**config.mk**
```make
export PLATFORM = sky130hd
export DESIGN_NAME = incremental_encoder_counter
export DESIGN_NICKNAME = d
export VERILOG_FILES = /design/src/incremental_encoder_counter.v
export VERILOG_INCLUDE_DIRS = /design/src /design/src/src
export SDC_FILE = /design/constraint.sdc
export NUM_CORES = 1
export LEC_CHECK = 0
export ABC_CLOCK_PERIOD_IN_PS = 12960
export BUFFER_PORTS_ARGS = -buffer_cell sky130_fd_sc_hd__buf_4
export CORE_AREA = 10 10 167 169
export DETAILED_ROUTE_END_ITERATION = 6
export DIE_AREA = 0 0 177 179
export PLACE_DENSITY = 0.85
export SLEW_MARGIN = 40
export SYNTH_ARGS = -nofsm -noshare
export SYNTH_HDL_FRONTEND = slang
export SYNTH_SLANG_ARGS = --single-unit
```
**constraint.sdc**
```tcl
create_clock -name CLK -period 12.96 [get_ports CLK]
set_clock_uncertainty 0.2 [all_clocks]
set_input_delay 0.648 -clock CLK [delete_from_list [all_inputs] [get_ports CLK]]
set_output_delay 0.648 -clock CLK [all_outputs]
set_load 0.1 [all_outputs]
```
**src/enc_counter_map.vh**
```
/*
  Constants for the incremental encoder counter: register offsets, field
  positions, mode codes, reset values and gate-window times.
  Assumes a 25 MHz system clock and a plain strobe register port.
*/
`ifndef ENC_COUNTER_MAP_VH
`define ENC_COUNTER_MAP_VH

// Register offsets (byte addresses, one 32-bit word each)
`define REG_CONTROL 8'h00
`define REG_PULSES_PER_REV 8'h04
`define REG_POSITION 8'h08
`define REG_OUTPUT_VALUE 8'h0c
`define REG_STATUS 8'h10

// Control register fields
`define CTRL_MODE_LO 0
`define CTRL_MODE_HI 1
`define CTRL_GATE_LO 2
`define CTRL_GATE_HI 3
`define CTRL_TARE_BIT 4

// Mode codes
`define MODE_TOTAL 2'h0
`define MODE_ANGLE 2'h1
`define MODE_SPEED 2'h2

// Gate window codes
`define GATE_10MS 2'h0
`define GATE_100MS 2'h1
`define GATE_1S 2'h2

// Reset values
`define CONTROL_RESET 32'h00000000
`define PPR_RESET 32'h00000168

// Gate window times in microseconds, system clock in MHz
`define GATE_10MS_US 10000
`define GATE_100MS_US 100000
`define GATE_1S_US 1000000
`define CLK_MHZ 25

`endif

```
**src/incremental_encoder_counter.v**
```verilog
/*
  Quadrature encoder counter with totalizing, angle and speed output modes,
  reached over a plain address/strobe register port.
  Assumes encoder phases are synchronous to CLK and change at most once
  per clock edge pair; one clock, synchronous active-high reset.
*/
`timescale 1ns/100ps
`include "enc_counter_map.vh"

module incremental_encoder_counter #(
  parameter COUNT_WIDTH = 32,
  parameter [31:0] GATE_10MS_CYCLES = `GATE_10MS_US * `CLK_MHZ,
  parameter [31:0] GATE_100MS_CYCLES = `GATE_100MS_US * `CLK_MHZ,
  parameter [31:0] GATE_1S_CYCLES = `GATE_1S_US * `CLK_MHZ
) (
  input wire CLK,
  input wire RESET,
  input wire PHASE_FIRST,
  input wire PHASE_SECOND,
  input wire TARE,
  input wire [7:0] ADDR,
  input wire [31:0] WDATA,
  input wire WR,
  input wire RD,
  output reg [31:0] RDATA,
  output reg [31:0] OUTPUT_VALUE,
  output reg WINDOW_DONE
);

////////////////////////////////////////////////////////////////////////////////
// Input sampling and quadrature decode

// Transition codes {previous, current} of the {first, second} phase pair
localparam [3:0] UP_00_10 = 4'h2;
localparam [3:0] UP_10_11 = 4'hb;
localparam [3:0] UP_11_01 = 4'hd;
localparam [3:0] UP_01_00 = 4'h4;
localparam [3:0] DN_00_01 = 4'h1;
localparam [3:0] DN_01_11 = 4'h7;
localparam [3:0] DN_11_10 = 4'he;
localparam [3:0] DN_10_00 = 4'h8;

reg [1:0] phase_prev;
reg primed;
wire [1:0] phase_now = {PHASE_FIRST, PHASE_SECOND};
reg step_valid;
reg step_up;

always @(posedge CLK) begin
  if (RESET) begin
    phase_prev <= 2'h0;
    primed <= 1'b0;
  end else begin
    phase_prev <= phase_now;
    primed <= 1'b1;
  end
end

// Gray sequence 00-10-11-01 counts up when the first phase leads
always @* begin
  step_valid = 1'b0;
  step_up = 1'b0;
  case ({phase_prev, phase_now})
    UP_00_10, UP_10_11, UP_11_01, UP_01_00: begin
      step_valid = 1'b1;
      step_up = 1'b1;
    end
    DN_00_01, DN_01_11, DN_11_10, DN_10_00: begin
      step_valid = 1'b1;
      step_up = 1'b0;
    end
    default: begin
      // No change, or both phases moved at once: ambiguous, not counted
      step_valid = 1'b0;
      step_up = 1'b0;
    end
  endcase
  // The first sample after reset only loads the history: the encoder may
  // rest in any state, and a mismatch with the reset value is not an edge
  if (!primed) begin
    step_valid = 1'b0;
    step_up = 1'b0;
  end
end

////////////////////////////////////////////////////////////////////////////////
// Registers

// CONTROL holds the mode in [1:0] and the gate window in [3:2]; a one
// written to bit 4 tares. Mode 3 falls back to totalizing and gate code 3
// to the longest window, so no code leaves the output undefined.
// PULSES_PER_REV sets the angle modulus; zero holds the angle at zero.
// POSITION and OUTPUT_VALUE are read-only views; STATUS shows the last
// sampled phase pair, which helps when wiring an encoder up.
reg [31:0] control;
reg [31:0] pulses_per_rev;
wire [1:0] mode = control[`CTRL_MODE_HI:`CTRL_MODE_LO];
wire [1:0] gate_sel = control[`CTRL_GATE_HI:`CTRL_GATE_LO];
wire soft_tare = WR && (ADDR == `REG_CONTROL) && WDATA[`CTRL_TARE_BIT];
wire tare_req = TARE || soft_tare;

always @(posedge CLK) begin
  if (RESET) begin
    control <= `CONTROL_RESET;
    pulses_per_rev <= `PPR_RESET;
  end else if (WR) begin
    if (ADDR == `REG_CONTROL) begin
      // Tare bit is a self-clearing command, not stored
      control <= {28'h0000000, WDATA[`CTRL_GATE_HI:`CTRL_MODE_LO]};
    end
    if (ADDR == `REG_PULSES_PER_REV) begin
      pulses_per_rev <= WDATA;
    end
  end
end

////////////////////////////////////////////////////////////////////////////////
// Position counter

reg [COUNT_WIDTH-1:0] position;
reg [COUNT_WIDTH-1:0] next_position;

always @* begin
  next_position = position;
  // Tare wins over a step in the same cycle
  if (tare_req) begin
    next_position = {COUNT_WIDTH{1'b0}};
  end else if (step_valid && step_up) begin
    // Plain modular add wraps +max to the most negative count
    next_position = position + 1'b1;
  end else if (step_valid) begin
    next_position = position - 1'b1;
  end
end

always @(posedge CLK) begin
  if (RESET) begin
    position <= {COUNT_WIDTH{1'b0}};
  end else begin
    position <= next_position;
  end
end

////////////////////////////////////////////////////////////////////////////////
// Angle tracking

// Kept in step with the counter so no divider is needed; a change of the
// pulses-per-revolution value takes effect at the next step, without a tare
reg [31:0] angle;
reg [31:0] next_angle;
wire [31:0] ppr_last = (pulses_per_rev == 32'h00000000) ? 32'h00000000 :
  pulses_per_rev - 32'h00000001;

always @* begin
  next_angle = angle;
  if (tare_req) begin
    next_angle = 32'h00000000;
  end else if (step_valid && step_up) begin
    next_angle = (angle >= ppr_last) ? 32'h00000000 : angle + 32'h00000001;
  end else if (step_valid) begin
    next_angle = (angle == 32'h00000000 || angle > ppr_last) ? ppr_last :
      angle - 32'h00000001;
  end
end

always @(posedge CLK) begin
  if (RESET) begin
    angle <= 32'h00000000;
  end else begin
    angle <= next_angle;
  end
end

////////////////////////////////////////////////////////////////////////////////
// Speed gate window

// Speed is the signed net step count, so a reversing shaft reads negative;
// the window free-runs in every mode and restarts on tare
reg [31:0] gate_count;
reg [31:0] window_pulses;
reg [31:0] speed;
reg [31:0] gate_len;
wire gate_end = (gate_count >= gate_len - 32'h00000001);

always @* begin
  case (gate_sel)
    `GATE_10MS: begin
      gate_len = GATE_10MS_CYCLES;
    end
    `GATE_100MS: begin
      gate_len = GATE_100MS_CYCLES;
    end
    `GATE_1S: begin
      gate_len = GATE_1S_CYCLES;
    end
    default: begin
      // Code 3 is unassigned; the longest window is the safe reading
      gate_len = GATE_1S_CYCLES;
    end
  endcase
end

always @(posedge CLK) begin
  if (RESET) begin
    gate_count <= 32'h00000000;
    window_pulses <= 32'h00000000;
    speed <= 32'h00000000;
    WINDOW_DONE <= 1'b0;
  end else begin
    WINDOW_DONE <= gate_end;
    if (tare_req) begin
      gate_count <= 32'h00000000;
      window_pulses <= 32'h00000000;
      speed <= 32'h00000000;
    end else if (gate_end) begin
      gate_count <= 32'h00000000;
      // The step in the closing cycle belongs to this window
      if (step_valid && step_up) begin
        speed <= window_pulses + 32'h00000001;
      end else if (step_valid) begin
        speed <= window_pulses - 32'h00000001;
      end else begin
        speed <= window_pulses;
      end
      window_pulses <= 32'h00000000;
    end else begin
      gate_count <= gate_count + 32'h00000001;
      if (step_valid && step_up) begin
        window_pulses <= window_pulses + 32'h00000001;
      end else if (step_valid) begin
        window_pulses <= window_pulses - 32'h00000001;
      end
    end
  end
end

////////////////////////////////////////////////////////////////////////////////
// Output selection

// One cycle behind its sources so the output is a plain flip-flop
always @(posedge CLK) begin
  if (RESET) begin
    OUTPUT_VALUE <= 32'h00000000;
  end else begin
    case (mode)
      `MODE_TOTAL: begin
        OUTPUT_VALUE <= position;
      end
      `MODE_ANGLE: begin
        OUTPUT_VALUE <= angle;
      end
      `MODE_SPEED: begin
        OUTPUT_VALUE <= speed;
      end
      default: begin
        OUTPUT_VALUE <= position;
      end
    endcase
  end
end

////////////////////////////////////////////////////////////////////////////////
// Read port

// Idle cycles read zero so a stale word is never taken for an answer
always @(posedge CLK) begin
  if (RESET) begin
    RDATA <= 32'h00000000;
  end else if (RD) begin
    case (ADDR)
      `REG_CONTROL: begin
        RDATA <= control;
      end
      `REG_PULSES_PER_REV: begin
        RDATA <= pulses_per_rev;
      end
      `REG_POSITION: begin
        RDATA <= position;
      end
      `REG_OUTPUT_VALUE: begin
        RDATA <= OUTPUT_VALUE;
      end
      `REG_STATUS: begin
        RDATA <= {30'h0, phase_prev};
      end
      default: begin
        RDATA <= 32'h00000000;
      end
    endcase
  end else begin
    RDATA <= 32'h00000000;
  end
end

endmodule // incremental_encoder_counter

```
==> After elaboration in Yosys (flattened, before gate mapping) <==
Memory sizes are Yosys's and may differ from the RTL's.
Index checks and enable logic that the tools add are counted.
{ "op_classes": {"add_sub_neg": 9, "magnitude_cmp": 3, "n_eq_ne": 7, "n_mux": 15, "n_bitwise": 1, "n_reduce_logical": 15} }
{ "ops": {"columns": ["op", "count"], "rows": [
  ["$mux 32", 9],
  ["$pmux 32 s5", 1],
  ["$sub 32x1->32 const B", 5],
  ["$add 32x1->32 const B", 4],
  ["$ge 32x32->1", 2],
  ["$logic_not 32->1", 2],
  ["$pmux 32 s2", 1],
  ["$pmux 25 s2", 1],
  ["$gt 32x32->1", 1],
  ["$eq 8x4->1 const B", 2],
  ["$eq 8x3->1 const B", 1],
  ["$eq 8x5->1 const B", 1],
  ["$logic_not 8->1", 1],
  ["$eq 2x1->1 const B", 2],
  ["$reduce_and 2->1", 2],
  ["$reduce_or 2->1", 2],
  ["$logic_and 1x1->1", 3],
  ["$mux 1", 3],
  ["$reduce_or 3->1", 1],
  ["$eq 2x2->1 const B", 1],
  ["$logic_not 2->1", 1],
  ["$logic_or 1x1->1", 2],
  ["$reduce_bool 2->1", 1],
  ["$not 1->1", 1]
]} }
{ "totals": {"register_bits": 264, "mem_bits_ro": 32, "inputBits": 47, "n_memories": 1} }
{ "memory_table": {"columns": ["name", "depth", "word_bits", "rd", "rd_ports_with_merged_regs", "wr", "line", "text"], "rows": [
  ["(no name shown)", 16, 2, 1, 0, 0, "incremental_encoder_counter.v:63", "case ({phase_prev, phase_now})"]
]} }

==> Longest topological paths before layout <==
{ "depth": {"ltp_word": 7, "mapped_depth": 20, "mapped_depth_nobuf": 18} }

==> Least setup slack after synthesis <==
Ideal clock, no wire load.
{ "synth_timing": {"kind": "register to register", "from": "register pulses_per_rev[0]", "to": "register angle[14]", "t_arrival_ns": 4.581, "required_ns": 12.632, "path_slack_ns": 8.050, "stages_incl_launch_ff": 20, "n_path_buf": 2, "path_cell_list": "dfxtp_1 -> inv_1 -> ha_1 -> or4b_2 -> nor2_1 -> nand4_1 -> or3_1 -> nor3_1 -> a21oi_1 -> ha_1 -> nand4_1 -> or4_1 -> nor2_1 -> o31ai_1 -> a21boi_0 -> clkbuf_1 -> clkbuf_1 -> nor3_1 -> a221oi_1 -> o22ai_1"} }
{ "synth_between": {"elab_chain_len": 7, "word_cells_on_any_way": 10} }
{ "synth_rtl": {"columns": ["element", "line", "text"], "rows": [
  ["start: declaration", "incremental_encoder_counter.v:96", "reg [31:0] pulses_per_rev;"],
  ["start signal: assignment", "incremental_encoder_counter.v:105", "pulses_per_rev <= `PPR_RESET;"],
  ["$sub 32x1->32 / $logic_not 32->1 (equally long branches)", "incremental_encoder_counter.v:152, incremental_encoder_counter.v:151", null],
  ["$mux 32 (*)", "incremental_encoder_counter.v:151", "wire [31:0] ppr_last = (pulses_per_rev == 32'h00000000) ? 32'h00000000 :"],
  ["$gt 32x32->1", "incremental_encoder_counter.v:161", "next_angle = (angle == 32'h00000000 || angle > ppr_last) ? ppr_last :"],
  ["$logic_or 1x1->1", "incremental_encoder_counter.v:161", null],
  ["$mux 32", "incremental_encoder_counter.v:161", null],
  ["$mux 32", "incremental_encoder_counter.v:160", "end else if (step_valid) begin"],
  ["$mux 32 (*)", "incremental_encoder_counter.v:158", "end else if (step_valid && step_up) begin"],
  ["end signal: assignment", "incremental_encoder_counter.v:170", "angle <= next_angle;"],
  ["end: declaration", "incremental_encoder_counter.v:149", "reg [31:0] angle;"]
]} }
Mark *: on every way between the ends. The rest lies on a longest branch, timed or not. The select of a mux whose other input is x is not followed.
A chain may end at the register's enable or synchronous reset.

==> Final worst setup path <==
{ "layout_timing": {"from": "register pulses_per_rev[0]", "to": "register angle[7]"} }
The elaborated chain is that of the path after synthesis.

==> results.env <==
GRT_PASS1_WL_MM=83.2
COMBINATIONAL_FAMILY_WITH_THE_MOST_AREA_AFTER_SYNTHESIS='simple AND/OR/NAND/NOR gates'
REQUIRED_NS=13.24
EDFF_COUNT_SYNTH=0
YS_ASYNC_SR_FRACTION_PCT=0
YOSYS.AREA_SHARE.XOR_XNOR_PCT=6.82
FINAL_COUNT_OF_HOLD_TIMING_VIOLATIONS=0
ROUTING_USAGE_ON_MET3_PCT=7.03
ANTENNA_VIOLATING_NETS_POST_ROUTE=0
TIMING.FINAL.MAX_SLEW_VIOLATIONS=0
ANTENNA_FOUND_INITIAL=0
SWITCHING_POWER_W=0.00134
TRITONCTS.NUM_BUFFERS=29
YS_WARN_COUNT=0
GR_LAYER_USAGE_MET1_PCT=41.9
IR_DROP_mV=0.193
CTS_POST_SETUP_BUFFERS_INSERTED=0
GRT_UTIL_ALL_LAYERS_PCT=32.8
SETUP_VIOLATIONS=0
SEQ_POWER_SHARE_PCT=30.2
VIAS=16047
GRT_START_MAX_NET_PINS=71
SLEW_HEADROOM_PCT=45.0
CLOCK_LATENCY_NS=0.58
CTS_TREE='done'
SETUP_SLACK_NS=6.79
GP_ROUTABILITY_CONGESTION=1.05
HOLDCRITPATHCLASS='input port to flop'
SETUP_TNS_NS=0
LAYOUT.CELLS.MOST_COMMON='sky130_fd_sc_hd__nor2_1'
SYNTHESIS.AREA_UM2=16000
ROUTE.DETAILED.VIAS_PER_INST=6.53
FLOORPLAN.CORE_AREA_UM2=24700
ROOT_BUF_CELL='sky130_fd_sc_hd__clkbuf_16'
SYNTH_FA_HA_AREA_SHARE_PCT=7.77
SYNTHSIMPLEGATEAREAFRAC_PCT=25.0
FINAL.HOLD.WORST_SLACK_NS=0.119
YS_SEQ_AREA_SHARE_PCT=33.0
RESIDUAL_DRC=0
POSTSYNTHREGISTERBITS=264
CRITPATHLAUNCHTYPE='flop'
PLACE_HPWL_MM=39.2
DP_WORST_SETUP_SLACK_NS=7.05
SYNTH_INSTANCES=2079
RUN_STATUS='finished, final reports clean'
CRITPATHMAXFANOUT=21
COMPLEX_GATE_FRACTION_OF_THE_SYNTHESIZED_AREA_PCT=20.1
NETS=2252
ROWS=58
SYNTH.AREA.MUX_SHARE_PCT=3.15
DIE_WIDTH_UM=177
CRITPATHKIND='flop to flop'
SYNTH.AVG_CELL_AREA_UM2=7.71
MIN_PERIOD_OVER_PERIOD_PCT=47.6
INITIAL_UTILIZATION_PCT=64.8
TOTAL_DIE_AREA_UM2=31700
FMAX_MHz=162
USE_MET2_PCT=51.6
SHARE_COMB_OF_TOTAL_POWER_PCT=42.3
GRT_OVERFLOW_TOTAL=0
RATIO_OF_CELLS_WITH_DRIVE_ABOVE_1_IN_THE_FINAL_LAYOUT_PCT=11.6
CTS_NUM_SINKS=264
HOLDBUFCOUNTCTS=0
MIN_TCLK_POST_ROUTE_NS=6.17
DRT_PASS1_ITERATIONS=6
POWER_LEAKAGE_nW=7.32
MAX-CLOCK-PATH-BUFFERS=3
DIE_HEIGHT_UM=179
GRT.BUSIEST_LAYER='met2'
DETAIL_ROUTE.WIRELENGTH_MM=54.2
SYNTHTOLAYOUTAREAGROWTH_PCT=11.8
TIGHTEST_SLEW_NS=0.822
MAX_CAP_VIOLATIONS=0
RSZ0062_AT_GRT='false'
POWER_REPORT.INTERNAL_TOTAL_W=0.00174
LAYOUT_COMMON_CELLS='sky130_fd_sc_hd__nor2_1 (308), sky130_fd_sc_hd__dfxtp_1 (264), sky130_fd_sc_hd__nand2_1 (245)'
SYNTH_FLOP_CELL='sky130_fd_sc_hd__dfxtp_1'
SHARE_CLK_OF_TOTAL_POWER_PCT=27.5
ENDPOINT_KIND='flop'
YOSYSUNIQUECELLTYPES=75
CTS_HTREE_LEVELS=1
PORT_BUFFERS=111
DETAIL_ROUTE.WL_PER_CELL_UM=22.1
FIRST_GLOBAL_VIAS=14973
FINISH.UTILIZATION_PCT=72.4
CLKTRANSATPATHREGS_NS=0.06
DRT_ITER0_DRC=1869
CTS.REPAIR.RESIZED=0
IOS=112
WORST_EP_ARRIVAL_NS=6.45
P_PER_AREA_nW_PER_UM2=172
POWER.SWITCHING_FRACTION_PCT=43.4
-- per-layer routing --
| metal | up-vias | part of all wire, % |
|---|---|---|
| met4 | 0 | 4.8 |
| met2 | 943 | 44 |
| li1 | 7451 | - |
| met1 | 7480 | 40 |
| met5 | - | 0 |
| met3 | 173 | 11 |
-- cells by family (layout without fill, tap and decap cells) --
kind of cell    after synthesis  count (layout)
simple gates                875             875
compound gates              494             494
flops                       264             264
buf+inv                     177             219
xor+xnor                    123             123
fa+ha+maj                    99              99
mux                          45              45
other cells                   2               9
-- cell usage after synthesis, types with 15 or more instances --
cell                         n  share of area (%)
sky130_fd_sc_hd__inv_1      41               0.96
sky130_fd_sc_hd__nor4_1     21               0.82
sky130_fd_sc_hd__nand3_1    73                2.3
sky130_fd_sc_hd__o211ai_1   15               0.70
sky130_fd_sc_hd__nor2_1    309                7.2
sky130_fd_sc_hd__or3_1      20               0.78
sky130_fd_sc_hd__xor2_1     64                3.5
sky130_fd_sc_hd__a22oi_1    66                3.1
sky130_fd_sc_hd__a21oi_1   152                4.7
sky130_fd_sc_hd__nand2_1   247                5.8
sky130_fd_sc_hd__a211oi_1   21               0.98
sky130_fd_sc_hd__dfxtp_1   264                 33
sky130_fd_sc_hd__nand4_1    28                1.1
sky130_fd_sc_hd__o21ai_0    64                2.0
sky130_fd_sc_hd__ha_1       98                7.6
sky130_fd_sc_hd__a21o_1     53                2.5
sky130_fd_sc_hd__xnor2_1    58                3.2
sky130_fd_sc_hd__clkbuf_1  121                2.8
sky130_fd_sc_hd__nor3_1     64                2.0
sky130_fd_sc_hd__and3_1     29                1.1
sky130_fd_sc_hd__mux2_2     34                2.4
sky130_fd_sc_hd__a31oi_1    23               0.90
-- final timing paths --
kind | startpoint | to | slack [ns] | cells after the start
worst max-delay path | pulses_per_rev[0] | angle[7] | 6.79 | 18
worst min-delay path | WDATA[8] | pulses_per_rev[8] | 0.12 | 3
worst max register to register | pulses_per_rev[0] | angle[7] | 6.79 | 18
worst min register to register | gate_count[0] | gate_count[0] | 0.24 | 1
-- area by class of cell --
cell class                      count  area, um^2
Multi-Input combinational cell   1644       10200
Clock buffer                       34         754
Inverter                           42         158
Antenna cell                        1        2.50
Clock inverter                     18         215
Tap cell                          330         413
Timing Repair Buffer              125         946
Fill cell                        1943        6820
Sequential cell                   264        5290
-- through the flow --
stage | cell area [um^2] | cells | total power, W
floorplan | 16100 | 2085 | 0.00183
global placement | 16900 | 2403 | 0.00219
detailed placement | 16900 | 2405 | 0.00218
CTS | 17900 | 2457 | 0.00302
global route | 17900 | 2457 | 0.00320
finish | 17900 | 2458 | 0.00308
-- flip-flops by register name (all words and copies together) (netlist names) --
signal	count
gate_count	32
window_pulses	32
RDATA	32
phase_prev	2
control	4
speed	32
angle	32
OUTPUT_VALUE	32
primed	1
WINDOW_DONE	1
position	32
pulses_per_rev	32
-- critical path: stages (launching register included) --
cell,delay [ns]
sky130_fd_sc_hd__dfxtp_1,0.36
sky130_fd_sc_hd__inv_1,0.08
sky130_fd_sc_hd__ha_1,0.19
sky130_fd_sc_hd__or4b_2,0.66
sky130_fd_sc_hd__nor2_1,0.33
sky130_fd_sc_hd__nand4_1,0.26
sky130_fd_sc_hd__or3_1,0.40
sky130_fd_sc_hd__nor3_1,0.15
sky130_fd_sc_hd__a21oi_1,0.11
sky130_fd_sc_hd__ha_1,0.30
sky130_fd_sc_hd__nand4_1,0.14
sky130_fd_sc_hd__or4_1,0.58
sky130_fd_sc_hd__nor2_1,0.28
sky130_fd_sc_hd__o31ai_1,0.24
sky130_fd_sc_hd__a21boi_1,0.55
sky130_fd_sc_hd__buf_4,0.40
sky130_fd_sc_hd__nor2_1,0.20
sky130_fd_sc_hd__or4_1,0.55
sky130_fd_sc_hd__o31ai_1,0.09
-- power groups by stage --
stage | logic, W | registers [W] | clock network [W]
2_1_floorplan | 0.000905 | 0.000924 | 0
3_3_place_gp | 0.00125 | 0.000941 | 0
3_5_place_dp | 0.00124 | 0.000942 | 0
4_1_cts | 0.00125 | 0.000924 | 0.000850
5_1_grt | 0.00139 | 0.000929 | 0.000884
6_report | 0.00130 | 0.000930 | 0.000844
(Power assumes the default switching activity.)
